**config.mk**
```make
export PLATFORM = sky130hd
export DESIGN_NAME = mrim_mac_rx_irq
export DESIGN_NICKNAME = d
export VERILOG_FILES = /design/src/logic/mrim_pkg.sv /design/src/logic/mrim_en_if.sv /design/src/logic/mrim_enable_bank.sv /design/src/logic/mrim_event_status.sv /design/src/logic/mrim_mac_rx_irq.sv
export VERILOG_INCLUDE_DIRS = /design/src /design/src/logic
export SDC_FILE = /design/constraint.sdc
export NUM_CORES = 1
export LEC_CHECK = 0
export ABC_AREA = 1
export BUFFER_PORTS_ARGS = -buffer_cell sky130_fd_sc_hd__buf_2
export CAP_MARGIN = 20
export CORE_MARGIN = 3
export CORE_UTILIZATION = 40
export CTS_CLUSTER_DIAMETER = 50
export DETAILED_ROUTE_END_ITERATION = 10
export GPL_TIMING_DRIVEN = 0
export PLACE_DENSITY = 0.74
export SLEW_MARGIN = 20
export SYNTH_ARGS = -nofsm -noshare
export SYNTH_HDL_FRONTEND = slang
export SYNTH_HIERARCHICAL = 1
export SYNTH_SLANG_ARGS = --single-unit
```
**constraint.sdc**
```tcl
create_clock -name ref_clk -period 1.38 [get_ports ref_clk]
set_input_delay 0.069 -clock ref_clk [delete_from_list [all_inputs] [get_ports ref_clk]]
set_output_delay 0.069 -clock ref_clk [all_outputs]
set_load 0.005 [all_outputs]
```
**src/logic/mrim_cfg.svh**
```systemverilog
// offsets, field positions and reset values of the rx/mac interrupt block
`ifndef MRIM_CFG_SVH
`define MRIM_CFG_SVH

// register bus geometry
`define MRIM_ADDR_W 8
`define MRIM_DATA_W 32

// byte offsets of the register map, one aligned word each
`define MRIM_OFS_RX_RAW 8'h00
`define MRIM_OFS_RX_MASKED 8'h04
`define MRIM_OFS_RX_EN_SET 8'h08
`define MRIM_OFS_RX_EN_CLR 8'h0C
`define MRIM_OFS_MAC_RAW 8'h10
`define MRIM_OFS_MAC_MASKED 8'h14
`define MRIM_OFS_MAC_EN_SET 8'h18
`define MRIM_OFS_MAC_EN_CLR 8'h1C
`define MRIM_OFS_EVT_STATUS 8'h20
`define MRIM_OFS_EVT_MASK 8'h24

// source counts
`define MRIM_RX_CH 8
`define MRIM_MAC_SRC 2

// mac field positions
`define MRIM_STAT_BIT 0
`define MRIM_HOST_BIT 1

// event status / event mask layout
`define MRIM_EVT_RX_LSB 0
`define MRIM_EVT_STAT_BIT 8
`define MRIM_EVT_HOST_BIT 9
`define MRIM_EVT_ACC_BIT 10
`define MRIM_EVT_W 11

// reset values
`define MRIM_RST_WORD 32'h0000_0000

`endif

```
**src/logic/mrim_pkg.sv**
```systemverilog
// types and address decode shared by the rx/mac interrupt block
`include "mrim_cfg.svh"

package mrim_pkg;

   // one bus word
   typedef logic [`MRIM_DATA_W-1:0] mrim_word_t;

   // decoded register select, one-hot
   typedef enum logic [10:0] {
      SEL_NONE = 11'h000,
      SEL_RX_RAW = 11'h001,
      SEL_RX_MASKED = 11'h002,
      SEL_RX_EN_SET = 11'h004,
      SEL_RX_EN_CLR = 11'h008,
      SEL_MAC_RAW = 11'h010,
      SEL_MAC_MASKED = 11'h020,
      SEL_MAC_EN_SET = 11'h040,
      SEL_MAC_EN_CLR = 11'h080,
      SEL_EVT_STATUS = 11'h100,
      SEL_EVT_MASK = 11'h200
   } mrim_sel_t;

   // byte address to register select; unmapped gives none
   function automatic mrim_sel_t mrim_decode(
      input logic [`MRIM_ADDR_W-1:0] addr);
      mrim_sel_t sel;
      sel = SEL_NONE;
      case (addr)
         `MRIM_OFS_RX_RAW: sel = SEL_RX_RAW;
         `MRIM_OFS_RX_MASKED: sel = SEL_RX_MASKED;
         `MRIM_OFS_RX_EN_SET: sel = SEL_RX_EN_SET;
         `MRIM_OFS_RX_EN_CLR: sel = SEL_RX_EN_CLR;
         `MRIM_OFS_MAC_RAW: sel = SEL_MAC_RAW;
         `MRIM_OFS_MAC_MASKED: sel = SEL_MAC_MASKED;
         `MRIM_OFS_MAC_EN_SET: sel = SEL_MAC_EN_SET;
         `MRIM_OFS_MAC_EN_CLR: sel = SEL_MAC_EN_CLR;
         `MRIM_OFS_EVT_STATUS: sel = SEL_EVT_STATUS;
         `MRIM_OFS_EVT_MASK: sel = SEL_EVT_MASK;
         default: sel = SEL_NONE;
      endcase
      return sel;
   endfunction : mrim_decode

endpackage : mrim_pkg

```
**src/logic/mrim_en_if.sv**
```systemverilog
// set/clear strobes and shared enable bits between decode and an enable bank
`timescale 1ns/100ps

interface mrim_en_if #(
   parameter int W = 8
);
   logic set_wr;         // write-one-to-set strobe
   logic clr_wr;         // write-one-to-clear strobe
   logic [W-1:0] wr_bits; // written data bits
   logic [W-1:0] enable;  // current enable state

   // register decode side
   modport ctrl (output set_wr, output clr_wr, output wr_bits,
                 input enable);
   // storage side
   modport bank (input set_wr, input clr_wr, input wr_bits,
                 output enable);
endinterface : mrim_en_if

```
**src/logic/mrim_enable_bank.sv**
```systemverilog
// one enable bit per source, reached by a set and a clear register
`timescale 1ns/100ps

module mrim_enable_bank #(
   parameter int W = 8
) (
   // clock and reset
   input wire logic ref_clk,
   input wire logic srst,
   // strobes and enable state
   mrim_en_if.bank en
);

   // set and clear act on the same bits; zeros leave bits alone
   always_ff @(posedge ref_clk) begin
      if (srst) begin
         en.enable <= '0;
      end else if (en.set_wr) begin
         en.enable <= en.enable | en.wr_bits;
      end else if (en.clr_wr) begin
         en.enable <= en.enable & ~en.wr_bits;
      end
   end

endmodule : mrim_enable_bank

```
**src/logic/mrim_event_status.sv**
```systemverilog
// sticky event bits cleared by writing one, with a mask and one irq line
`timescale 1ns/100ps

module mrim_event_status #(
   parameter int W = 11
) (
   // clock and reset
   input wire logic ref_clk,
   input wire logic srst,
   // one-cycle event pulses
   input wire logic [W-1:0] evt_pulse,
   // software writes
   input wire logic clr_wr,
   input wire logic mask_wr,
   input wire logic [W-1:0] wr_bits,
   // state and interrupt
   output logic [W-1:0] sticky,
   output logic [W-1:0] mask,
   output logic irq
);

   // sticky bits: a new event beats a clear in the same cycle
   always_ff @(posedge ref_clk) begin
      if (srst) begin
         sticky <= '0;
      end else if (clr_wr) begin
         sticky <= (sticky & ~wr_bits) | evt_pulse;
      end else begin
         sticky <= sticky | evt_pulse;
      end
   end

   // mask is plain read/write storage
   always_ff @(posedge ref_clk) begin
      if (srst) begin
         mask <= '0;
      end else if (mask_wr) begin
         mask <= wr_bits;
      end
   end

   // level interrupt, registered so it is glitch free at the pin
   always_ff @(posedge ref_clk) begin
      if (srst) begin
         irq <= 1'b0;
      end else begin
         irq <= |(sticky & mask);
      end
   end

endmodule : mrim_event_status

```
**src/logic/mrim_mac_rx_irq.sv**
```systemverilog
// receive-channel and mac-level interrupt enable, status and irq logic
//
// Behaviour
// rx clear write one disables that channel
// mac raw bit 1 shows host error
// mac raw bit 0 shows statistics pending
// mac masked bits are pending and enabled
// mac set write one enables source
// mac clear write one disables source
// status read-only; everything resets to zero
// rx set write one enables that channel
// rx raw bit n shows channel pending
// rx masked bit is pending and enabled
// set and clear share enables, read back
`timescale 1ns/100ps
`include "mrim_cfg.svh"

module mrim_mac_rx_irq #(
   parameter int RX_CH = `MRIM_RX_CH,
   parameter int MAC_SRC = `MRIM_MAC_SRC
) (
   // clock and reset
   input wire logic ref_clk,
   input wire logic srst,
   // register port
   input wire logic [`MRIM_ADDR_W-1:0] addr,
   input wire logic [`MRIM_DATA_W-1:0] wr_data,
   input wire logic wr_en,
   input wire logic rd_en,
   output logic [`MRIM_DATA_W-1:0] rd_data,
   // pending conditions from the dma and statistics logic
   input wire logic [RX_CH-1:0] rx_chan_pending,
   input wire logic host_error_pending,
   input wire logic stats_pending,
   // interrupt outputs
   output logic irq,
   output logic [RX_CH-1:0] rx_chan_irq,
   output logic [MAC_SRC-1:0] mac_irq
);

   ////////////////////////////////////////////////////////////////////
   // declarations
   ////////////////////////////////////////////////////////////////////

   // decoded select of the current access
   mrim_pkg::mrim_sel_t sel;
   // raw pending vectors as seen this cycle
   logic [RX_CH-1:0] rx_raw;
   logic [MAC_SRC-1:0] mac_raw;
   // masked pending vectors
   logic [RX_CH-1:0] rx_masked;
   logic [MAC_SRC-1:0] mac_masked;
   // previous raw values, for rising-edge events
   logic [RX_CH-1:0] rx_raw_reg;
   logic [MAC_SRC-1:0] mac_raw_reg;
   // one-cycle event pulses into the sticky status
   logic [`MRIM_EVT_W-1:0] evt_pulse;
   // write to a read-only word, or any access to an unmapped one
   logic bad_access;
   // sticky event status and its mask
   logic [`MRIM_EVT_W-1:0] evt_sticky;
   logic [`MRIM_EVT_W-1:0] evt_mask;
   // interrupt from the event block, before the output flop
   logic evt_irq;
   // read mux result, registered into rd_data
   mrim_pkg::mrim_word_t rd_next;
   // registered output copies
   logic [`MRIM_DATA_W-1:0] rd_data_reg;
   logic irq_reg;
   logic [RX_CH-1:0] rx_chan_irq_reg;
   logic [MAC_SRC-1:0] mac_irq_reg;

   // enable banks: one for rx channels, one for mac sources
   mrim_en_if #(.W(RX_CH)) rx_en ();
   mrim_en_if #(.W(MAC_SRC)) mac_en ();

   ////////////////////////////////////////////////////////////////////
   // helpers
   ////////////////////////////////////////////////////////////////////

   // widen a narrow field to a bus word, upper bits read zero
   function automatic mrim_pkg::mrim_word_t zext(
      input logic [`MRIM_EVT_W-1:0] bits);
      mrim_pkg::mrim_word_t w;
      w = `MRIM_RST_WORD;
      w[`MRIM_EVT_W-1:0] = bits;
      return w;
   endfunction : zext

   ////////////////////////////////////////////////////////////////////
   // decode and pending views
   ////////////////////////////////////////////////////////////////////

   // one decode serves both the write and the read path
   assign sel = mrim_pkg::mrim_decode(addr);

   // rx raw view
   // taken straight from the sources, enables play no part
   assign rx_raw = rx_chan_pending;

   // host error raw bit
   // host error sits at its own bit, independent of its enable
   assign mac_raw[`MRIM_HOST_BIT] = host_error_pending;
   // statistics raw bit
   // statistics at bit zero, also ahead of any masking
   assign mac_raw[`MRIM_STAT_BIT] = stats_pending;

   // rx masked view
   assign rx_masked = rx_raw & rx_en.enable;
   // mac masked view
   assign mac_masked = mac_raw & mac_en.enable;

   ////////////////////////////////////////////////////////////////////
   // write strobes toward the enable banks
   ////////////////////////////////////////////////////////////////////

   // rx set strobe
   assign rx_en.set_wr = wr_en && (sel == mrim_pkg::SEL_RX_EN_SET);
   // rx clear strobe
   assign rx_en.clr_wr = wr_en && (sel == mrim_pkg::SEL_RX_EN_CLR);
   // only the low channel bits matter, the rest of the word is ignored
   assign rx_en.wr_bits = wr_data[RX_CH-1:0];

   // mac set strobe
   assign mac_en.set_wr = wr_en && (sel == mrim_pkg::SEL_MAC_EN_SET);
   // mac clear strobe
   assign mac_en.clr_wr = wr_en && (sel == mrim_pkg::SEL_MAC_EN_CLR);
   assign mac_en.wr_bits = wr_data[MAC_SRC-1:0];

   // shared rx enables
   // one storage bit per channel, both registers act on it
   mrim_enable_bank #(
      .W(RX_CH)
   ) u_rx_bank (
      .ref_clk(ref_clk),
      .srst(srst),
      .en(rx_en.bank)
   );

   // shared mac enables
   mrim_enable_bank #(
      .W(MAC_SRC)
   ) u_mac_bank (
      .ref_clk(ref_clk),
      .srst(srst),
      .en(mac_en.bank)
   );

   ////////////////////////////////////////////////////////////////////
   // access checking
   ////////////////////////////////////////////////////////////////////

   // raw and masked status words and unmapped offsets refuse writes; flag the attempt
   // so a driver bug shows up instead of vanishing silently
   always_comb begin
      bad_access = 1'b0;
      if (wr_en) begin
         case (sel)
            // status ignores writes
            mrim_pkg::SEL_RX_RAW,
            mrim_pkg::SEL_RX_MASKED,
            mrim_pkg::SEL_MAC_RAW,
            mrim_pkg::SEL_MAC_MASKED,
            mrim_pkg::SEL_NONE: begin
               bad_access = 1'b1;
            end
            default: begin
               bad_access = 1'b0;
            end
         endcase
      end else if (rd_en && (sel == mrim_pkg::SEL_NONE)) begin
         // reads of holes answer zero but are still noted
         bad_access = 1'b1;
      end
   end

   ////////////////////////////////////////////////////////////////////
   // event detection
   ////////////////////////////////////////////////////////////////////

   // remember last raw values; a held condition raises one event only
   always_ff @(posedge ref_clk) begin
      if (srst) begin
         rx_raw_reg <= '0;
         mac_raw_reg <= '0;
      end else begin
         rx_raw_reg <= rx_raw;
         mac_raw_reg <= mac_raw;
      end
   end

   // rising edges of every pending source plus bad accesses
   always_comb begin
      evt_pulse = '0;
      evt_pulse[`MRIM_EVT_RX_LSB +: RX_CH] = rx_raw & ~rx_raw_reg;
      evt_pulse[`MRIM_EVT_STAT_BIT] = mac_raw[`MRIM_STAT_BIT] &
                                      ~mac_raw_reg[`MRIM_STAT_BIT];
      evt_pulse[`MRIM_EVT_HOST_BIT] = mac_raw[`MRIM_HOST_BIT] &
                                      ~mac_raw_reg[`MRIM_HOST_BIT];
      evt_pulse[`MRIM_EVT_ACC_BIT] = bad_access;
   end

   // sticky status, mask and the combined interrupt
   mrim_event_status #(
      .W(`MRIM_EVT_W)
   ) u_events (
      .ref_clk(ref_clk),
      .srst(srst),
      .evt_pulse(evt_pulse),
      .clr_wr(wr_en && (sel == mrim_pkg::SEL_EVT_STATUS)),
      .mask_wr(wr_en && (sel == mrim_pkg::SEL_EVT_MASK)),
      .wr_bits(wr_data[`MRIM_EVT_W-1:0]),
      .sticky(evt_sticky),
      .mask(evt_mask),
      .irq(evt_irq)
   );

   ////////////////////////////////////////////////////////////////////
   // read path
   ////////////////////////////////////////////////////////////////////

   // read mux; reserved bits and holes read as zero
   always_comb begin
      rd_next = `MRIM_RST_WORD;
      case (sel)
         // rx raw read
         mrim_pkg::SEL_RX_RAW: begin
            rd_next = zext(`MRIM_EVT_W'(rx_raw));
         end
         // rx masked read
         mrim_pkg::SEL_RX_MASKED: begin
            rd_next = zext(`MRIM_EVT_W'(rx_masked));
         end
         // rx enables readable at set and clear
         mrim_pkg::SEL_RX_EN_SET,
         mrim_pkg::SEL_RX_EN_CLR: begin
            rd_next = zext(`MRIM_EVT_W'(rx_en.enable));
         end
         // mac raw read
         mrim_pkg::SEL_MAC_RAW: begin
            rd_next = zext(`MRIM_EVT_W'(mac_raw));
         end
         // mac masked read
         mrim_pkg::SEL_MAC_MASKED: begin
            rd_next = zext(`MRIM_EVT_W'(mac_masked));
         end
         // mac enables readable at set and clear
         mrim_pkg::SEL_MAC_EN_SET,
         mrim_pkg::SEL_MAC_EN_CLR: begin
            rd_next = zext(`MRIM_EVT_W'(mac_en.enable));
         end
         // sticky event status
         mrim_pkg::SEL_EVT_STATUS: begin
            rd_next = zext(evt_sticky);
         end
         // event mask
         mrim_pkg::SEL_EVT_MASK: begin
            rd_next = zext(evt_mask);
         end
         default: begin
            rd_next = `MRIM_RST_WORD;
         end
      endcase
   end

   // read data stands only in the cycle after the strobe, else zero
   always_ff @(posedge ref_clk) begin
      if (srst) begin
         rd_data_reg <= `MRIM_RST_WORD;
      end else if (rd_en) begin
         rd_data_reg <= rd_next;
      end else begin
         rd_data_reg <= `MRIM_RST_WORD;
      end
   end

   ////////////////////////////////////////////////////////////////////
   // interrupt outputs
   ////////////////////////////////////////////////////////////////////

   // outputs reset to zero
   // per-source lines follow the masked views one cycle late; the extra
   // flop costs a cycle of latency but keeps the pins glitch free
   always_ff @(posedge ref_clk) begin
      if (srst) begin
         rx_chan_irq_reg <= '0;
         mac_irq_reg <= '0;
      end else begin
         rx_chan_irq_reg <= rx_masked;
         mac_irq_reg <= mac_masked;
      end
   end

   // combined line: the event block already registers it once; this
   // second flop keeps every top output on a local register
   always_ff @(posedge ref_clk) begin
      if (srst) begin
         irq_reg <= 1'b0;
      end else begin
         irq_reg <= evt_irq;
      end
   end

   // drive ports from the flops
   assign rd_data = rd_data_reg;
   assign irq = irq_reg;
   assign rx_chan_irq = rx_chan_irq_reg;
   assign mac_irq = mac_irq_reg;

endmodule : mrim_mac_rx_irq

```
# Yosys cells after proc, flatten, opt, wreduce, memory -nomap -nowiden

Index checks and enable logic that the tools add are counted.

Register bits: 86
Input bits: 54
Output and inout port bits: 43
Logic and storage cells: 76

Equality and inequality tests: 19
Muxes and demuxes: 10
Bitwise logic cells: 20
Reduce and logical (&&, ||, !) cells: 16

Operators by type and width:

| cell                                                              | number |
|---|---|
| 10-bit one-hot mux with 10 select lines                           | 1 |
| 11-bit one-hot mux with 8 select lines                            | 1 |
| 8-bit by 5-bit == test with 1-bit output, second input constant   | 4 |
| 8-bit bitwise AND                                                 | 3 |
| 11-bit bitwise AND                                                | 2 |
| 11-bit OR                                                         | 2 |
| 8-bit by 4-bit == test with 1-bit output, second input constant   | 2 |
| 8-bit by 6-bit == test with 1-bit output, second input constant   | 2 |
| 8-bit two-way mux                                                 | 2 |
| 8-bit NOT                                                         | 2 |
| 11-bit by 1-bit == test with 1-bit output, second input constant  | 1 |
| 11-bit by 10-bit == test with 1-bit output, second input constant | 1 |
| 11-bit by 2-bit == test with 1-bit output, second input constant  | 1 |
| 11-bit by 3-bit == test with 1-bit output, second input constant  | 1 |
| 11-bit by 4-bit == test with 1-bit output, second input constant  | 1 |
| 11-bit by 5-bit == test with 1-bit output, second input constant  | 1 |
| 11-bit by 6-bit == test with 1-bit output, second input constant  | 1 |
| 11-bit by 7-bit == test with 1-bit output, second input constant  | 1 |
| 11-bit by 8-bit == test with 1-bit output, second input constant  | 1 |
| 11-bit by 9-bit == test with 1-bit output, second input constant  | 1 |
| 11-bit zero test                                                  | 1 |
| 11-bit two-way mux                                                | 1 |
| 11-bit NOT                                                        | 1 |
| 11-bit OR reduction                                               | 1 |
| other kinds (14)                                                  | 30 |

# Logic depth before layout (Yosys ltp)

Word-level depth: 8
Mapped depth: 9
Gate-level depth less buffers: 9

# Hierarchy

The synthesis kept the hierarchy.

By module, submodules not included:

| module                         | times used | cells an instance | area an instance (µm²) | sequential area each (µm²) |
|---|---|---|---|---|
| mrim_mac_rx_irq                | 1          | 269               | 1,770.4                | 640.6 |
| mrim_event_status              | 1          | 119               | 879.6                  | 460.4 |
| mrim_enable_bank at u_rx_bank  | 1          | 43                | 304.0                  | 160.2 |
| mrim_enable_bank at u_mac_bank | 1          | 10                | 72.6                   | 40.0 |

# Worst setup path after synthesis

Ideal clock, no wire load.

Kind: input -> register
Start point: input addr[7]
End point: register u_events.mask[10]
Library setup time: 0.116 ns
Data arrival time: 1.148 ns
Required time: 1.264 ns
Slack: 0.117 ns
Stages: 6
Buffers on the path: 0
Cell sequence: nor2_4 -> nand3_4 -> nor3_1 -> inv_1 -> nor2_1 -> nor2_1

Longest elaborated chain between the ends: 4
Elaborated cells on any way between the ends: 13
Classes of those cells: 10 x eq/ne; 1 x mux; 2 x reduce/logical

RTL lines:

| item                                                                   | RTL line                | source |
|---|---|---|
| start: declaration                                                     | mrim_mac_rx_irq.sv:26   | `` input wire logic [`MRIM_ADDR_W-1:0] addr, `` |
| 8-bit by 6-bit == test with 1-bit output, or another cell as far along | mrim_pkg.sv:29          | `case (addr)` |
| 10-bit one-hot mux with 10 select lines *                              | mrim_pkg.sv:29          |  |
| 11-bit by 10-bit == test with 1-bit output *                           | mrim_mac_rx_irq.sv:211  | `.mask_wr(wr_en && (sel == mrim_pkg::SEL_EVT_MASK)),` |
| 1-bit logical AND *                                                    | mrim_mac_rx_irq.sv:211  |  |
| end signal: assignment                                                 | mrim_event_status.sv:38 | `mask <= wr_bits;` |
| end: declaration                                                       | mrim_event_status.sv:18 | `output logic [W-1:0] mask,` |

Mark *: on every way between the ends. The rest lies on a longest branch, timed or not.
A chain may end at the register's enable or synchronous reset.

# Final worst setup path

Ends and elaborated chain as after synthesis.

==> out/qor.yml <==
pwr:
  p_sw_frac: 0.232
  power.static_leakage_uw: 0.00189
  p_total_uw: 4070
  irDropWorstVdd_mv: 0.558
  switchingPower_uw: 944
  internal_power_uw: 3120
  seqPwrFrac: 0.477
  comb_power_share: 0.082
  power.density_nw_per_um2: 1040
  pwr-share-clk: 0.440
sta:
  setup_viol: 0
  rsz0062_at_grt: "false"
  worst_slack_ps: 183
  slew_violations: 0
  worst_pin_slew_ps: 576
  hold_viol: 0
  min_period_over_period: 0.868
  finalCriticalPeriod_ps: 1200
  relSlewSlack: 0.615
  fin_skew_ps: 8.88
  timing.fmax_ghz: 0.835
floorplan:
  die_x_um: 93.0
  die_h_um: 93.0
  ios: 97
  rows: 31
  core_um2: 7290
  dieArea_um2: 8650
  initial_core_util: 0.415
clocking:
  cts_tree: "yes"
  clk_pin_slew_ps: 70
  ctsLongestPathBuffers: 2
  numCtsBuffers: 9
  htreeDepth: 3
  clock_latency_ps: 350
  cts_root_buffer: "clkbuf_8"
  clock_sinks: 65
  post-cts-setup-buffer-count: 0
place:
  dpl.hpwl_mm: 5.57
  preCtsSetupSlack_ps: -454
  placed_area_um2: 3500
  numPortBuffers: 54
  globalplace.congestion: 0.858
critical_path:
  crit_path_start_kind: "input pin"
  slowest_delay_ps: 450
  arrival_ps: 1430
  cp_max_fo: 7
  required_ps: 1620
  cp_common_cell: "nor2_1"
  r2r_slack_ps: 430
  crit_chain: "buf_2, nor2_4, nand3_4, nor3_2, inv_1, nor2_1, nor2_1"
  r2r_end: "rd_data[0]"
  slowest_stage: "nor3_2"
  path_class: "input pin to flip-flop"
  critPathCaptureType: "flip-flop"
  reg2reg_depth: 7
global_route:
  grt_max_degree: 12
  gr-total-overflow: 0
  track_usage: 0.190
  antenna_found_initial: 0
  grt_pass1_wl_mm: 12.8
  grt_pass1_vias: 2771
drt:
  routed_wl_mm: 7.65
  first_pass_iters: 6
  drtAntennaViolNets: 0
  vias_per_cell: 4.51
  vias: 2915
  wl_per_cell_um: 11.8
  drcViolationCount: 0
  drt_iter0_markers: 176
worst_hold_path:
  hold_depth: 3
  hold_class: "input pin to flip-flop"
  worstHoldStart: "wr_data[6]"
logic_synthesis:
  synthTopCellsByArea: "dfxtp_1 (43%), nand2_1 (15%), nor2_1 (9.8%)"
  ys_seq_area_frac: 0.430
  async_flop_share: 0
  yosysUniqueCellTypes: 28
  synth-seq-cells: 65
  synth-edff-count: 0
  yosys.area.top_type: "dfxtp_1"
  yosysWarnings: 6
  synth_top_cell_area_share: 0.430
  synth.most_common_cell: "nand2_1"
  syn_avg_cell_area_um2: 6.86
  netlist_area_um2: 3030
  synth_common_cells: "nand2_1 (118), nor2_1 (79), dfxtp_1 (65), inv_1 (51), a21oi_1 (28)"
  synthFlopType: "dfxtp_1"
  syn_inst: 441
cells_and_area:
  diodes: 0
  drive_gt1_frac: 0.214
  syn_to_final_growth_pct: 28.8
  fin_area_um2: 3900
  fin_nets: 598
outcome:
  status: "finished, final reports clean"
job:
  drv_cap: 0
[power by group through the flow]
stage	logic (uW)	registers [uW]	clock network [uW]
4_1_cts	333	1940	1820
3_3_place_gp	286	1980	0
2_1_floorplan	176	1980	0
6_report	335	1940	1790
3_5_place_dp	292	1980	0
5_1_grt	374	1940	1930
[per-stage QoR]
stage | cells | utilization | hold slack, ps | setup TNS (ps)
after floorplan | 461 | - | 138 | 0
after global placement | 614 | 0.479 | 316 | -3740
after detailed placement | 614 | 0.479 | 328 | -3960
after CTS | 647 | 0.535 | 1.33 | 0
after global routing | 647 | 0.535 | 2.76 | 0
final | 647 | 0.535 | 16.3 | 0
[cells by family after synthesis]
| group | after synthesis | synth area share |
|---|---|---|
| AND/OR/NAND/NOR | 239 | 0.341 |
| buffers and inverters | 83 | 0.136 |
| flip-flops | 65 | 0.430 |
| AO/OA/AOI/OAI | 53 | 0.0922 |
| other | 1 | 0.00124 |
[repair_timing]
item	CTS	global route
setup endpoints to repair	7	0
resized for setup	1	0
hold endpoints to repair	29	0
hold buffers	18	0
[worst max-delay path: cells and delay by family]
kind / cells / cell delay [ps]
buffers and inverters: 2 / 400
AND/OR/NAND/NOR: 5 / 960
[routing by layer]
metal / share of wire / track usage
met5: 0 / 0
met4: 0.014 / 0.0733
met3: 0.063 / 0.0515
met2: 0.47 / 0.312
met1: 0.45 / 0.237
[layout by cell type, fill, tap and decap left out, drive strengths merged]
master / n
a21oi: 28
a22o: 2
buf: 80
bufinv: 2
clkbuf: 14
clkinv: 1
clkinvlp: 2
conb: 21
dfxtp: 65
dlygate4sd3: 18
inv: 53
nand2: 124
nand3: 17
nand3b: 5
nand4: 2
nor2: 88
nor3: 3
o21ai: 22
o21bai: 1
[worst max-delay path by stage]
stage | endpoint | from | depth (start not counted) | slack, ps
final | u_events/mask[10] | addr[7] | 7 | 180
after global routing | u_events/mask[7] | addr[7] | 7 | 100
after CTS | u_events/mask[10] | addr[7] | 7 | 230
after detailed placement | u_events/mask[10] | addr[7] | 7 | -450
after global placement | u_events/mask[5] | addr[7] | 7 | -430
after floorplan | u_events/mask[10] | addr[7] | 6 | 120
[layout make-up]
type	count	area, um2
tap	99	124
clock buffer	10	138
multi-input combinational	313	1390
buffer	30	210
timing repair buffer	72	450
sequential	65	1300
clock inverter	5	80.1
fill	763	3390
inverter	53	201
(Power assumes the default switching activity.)
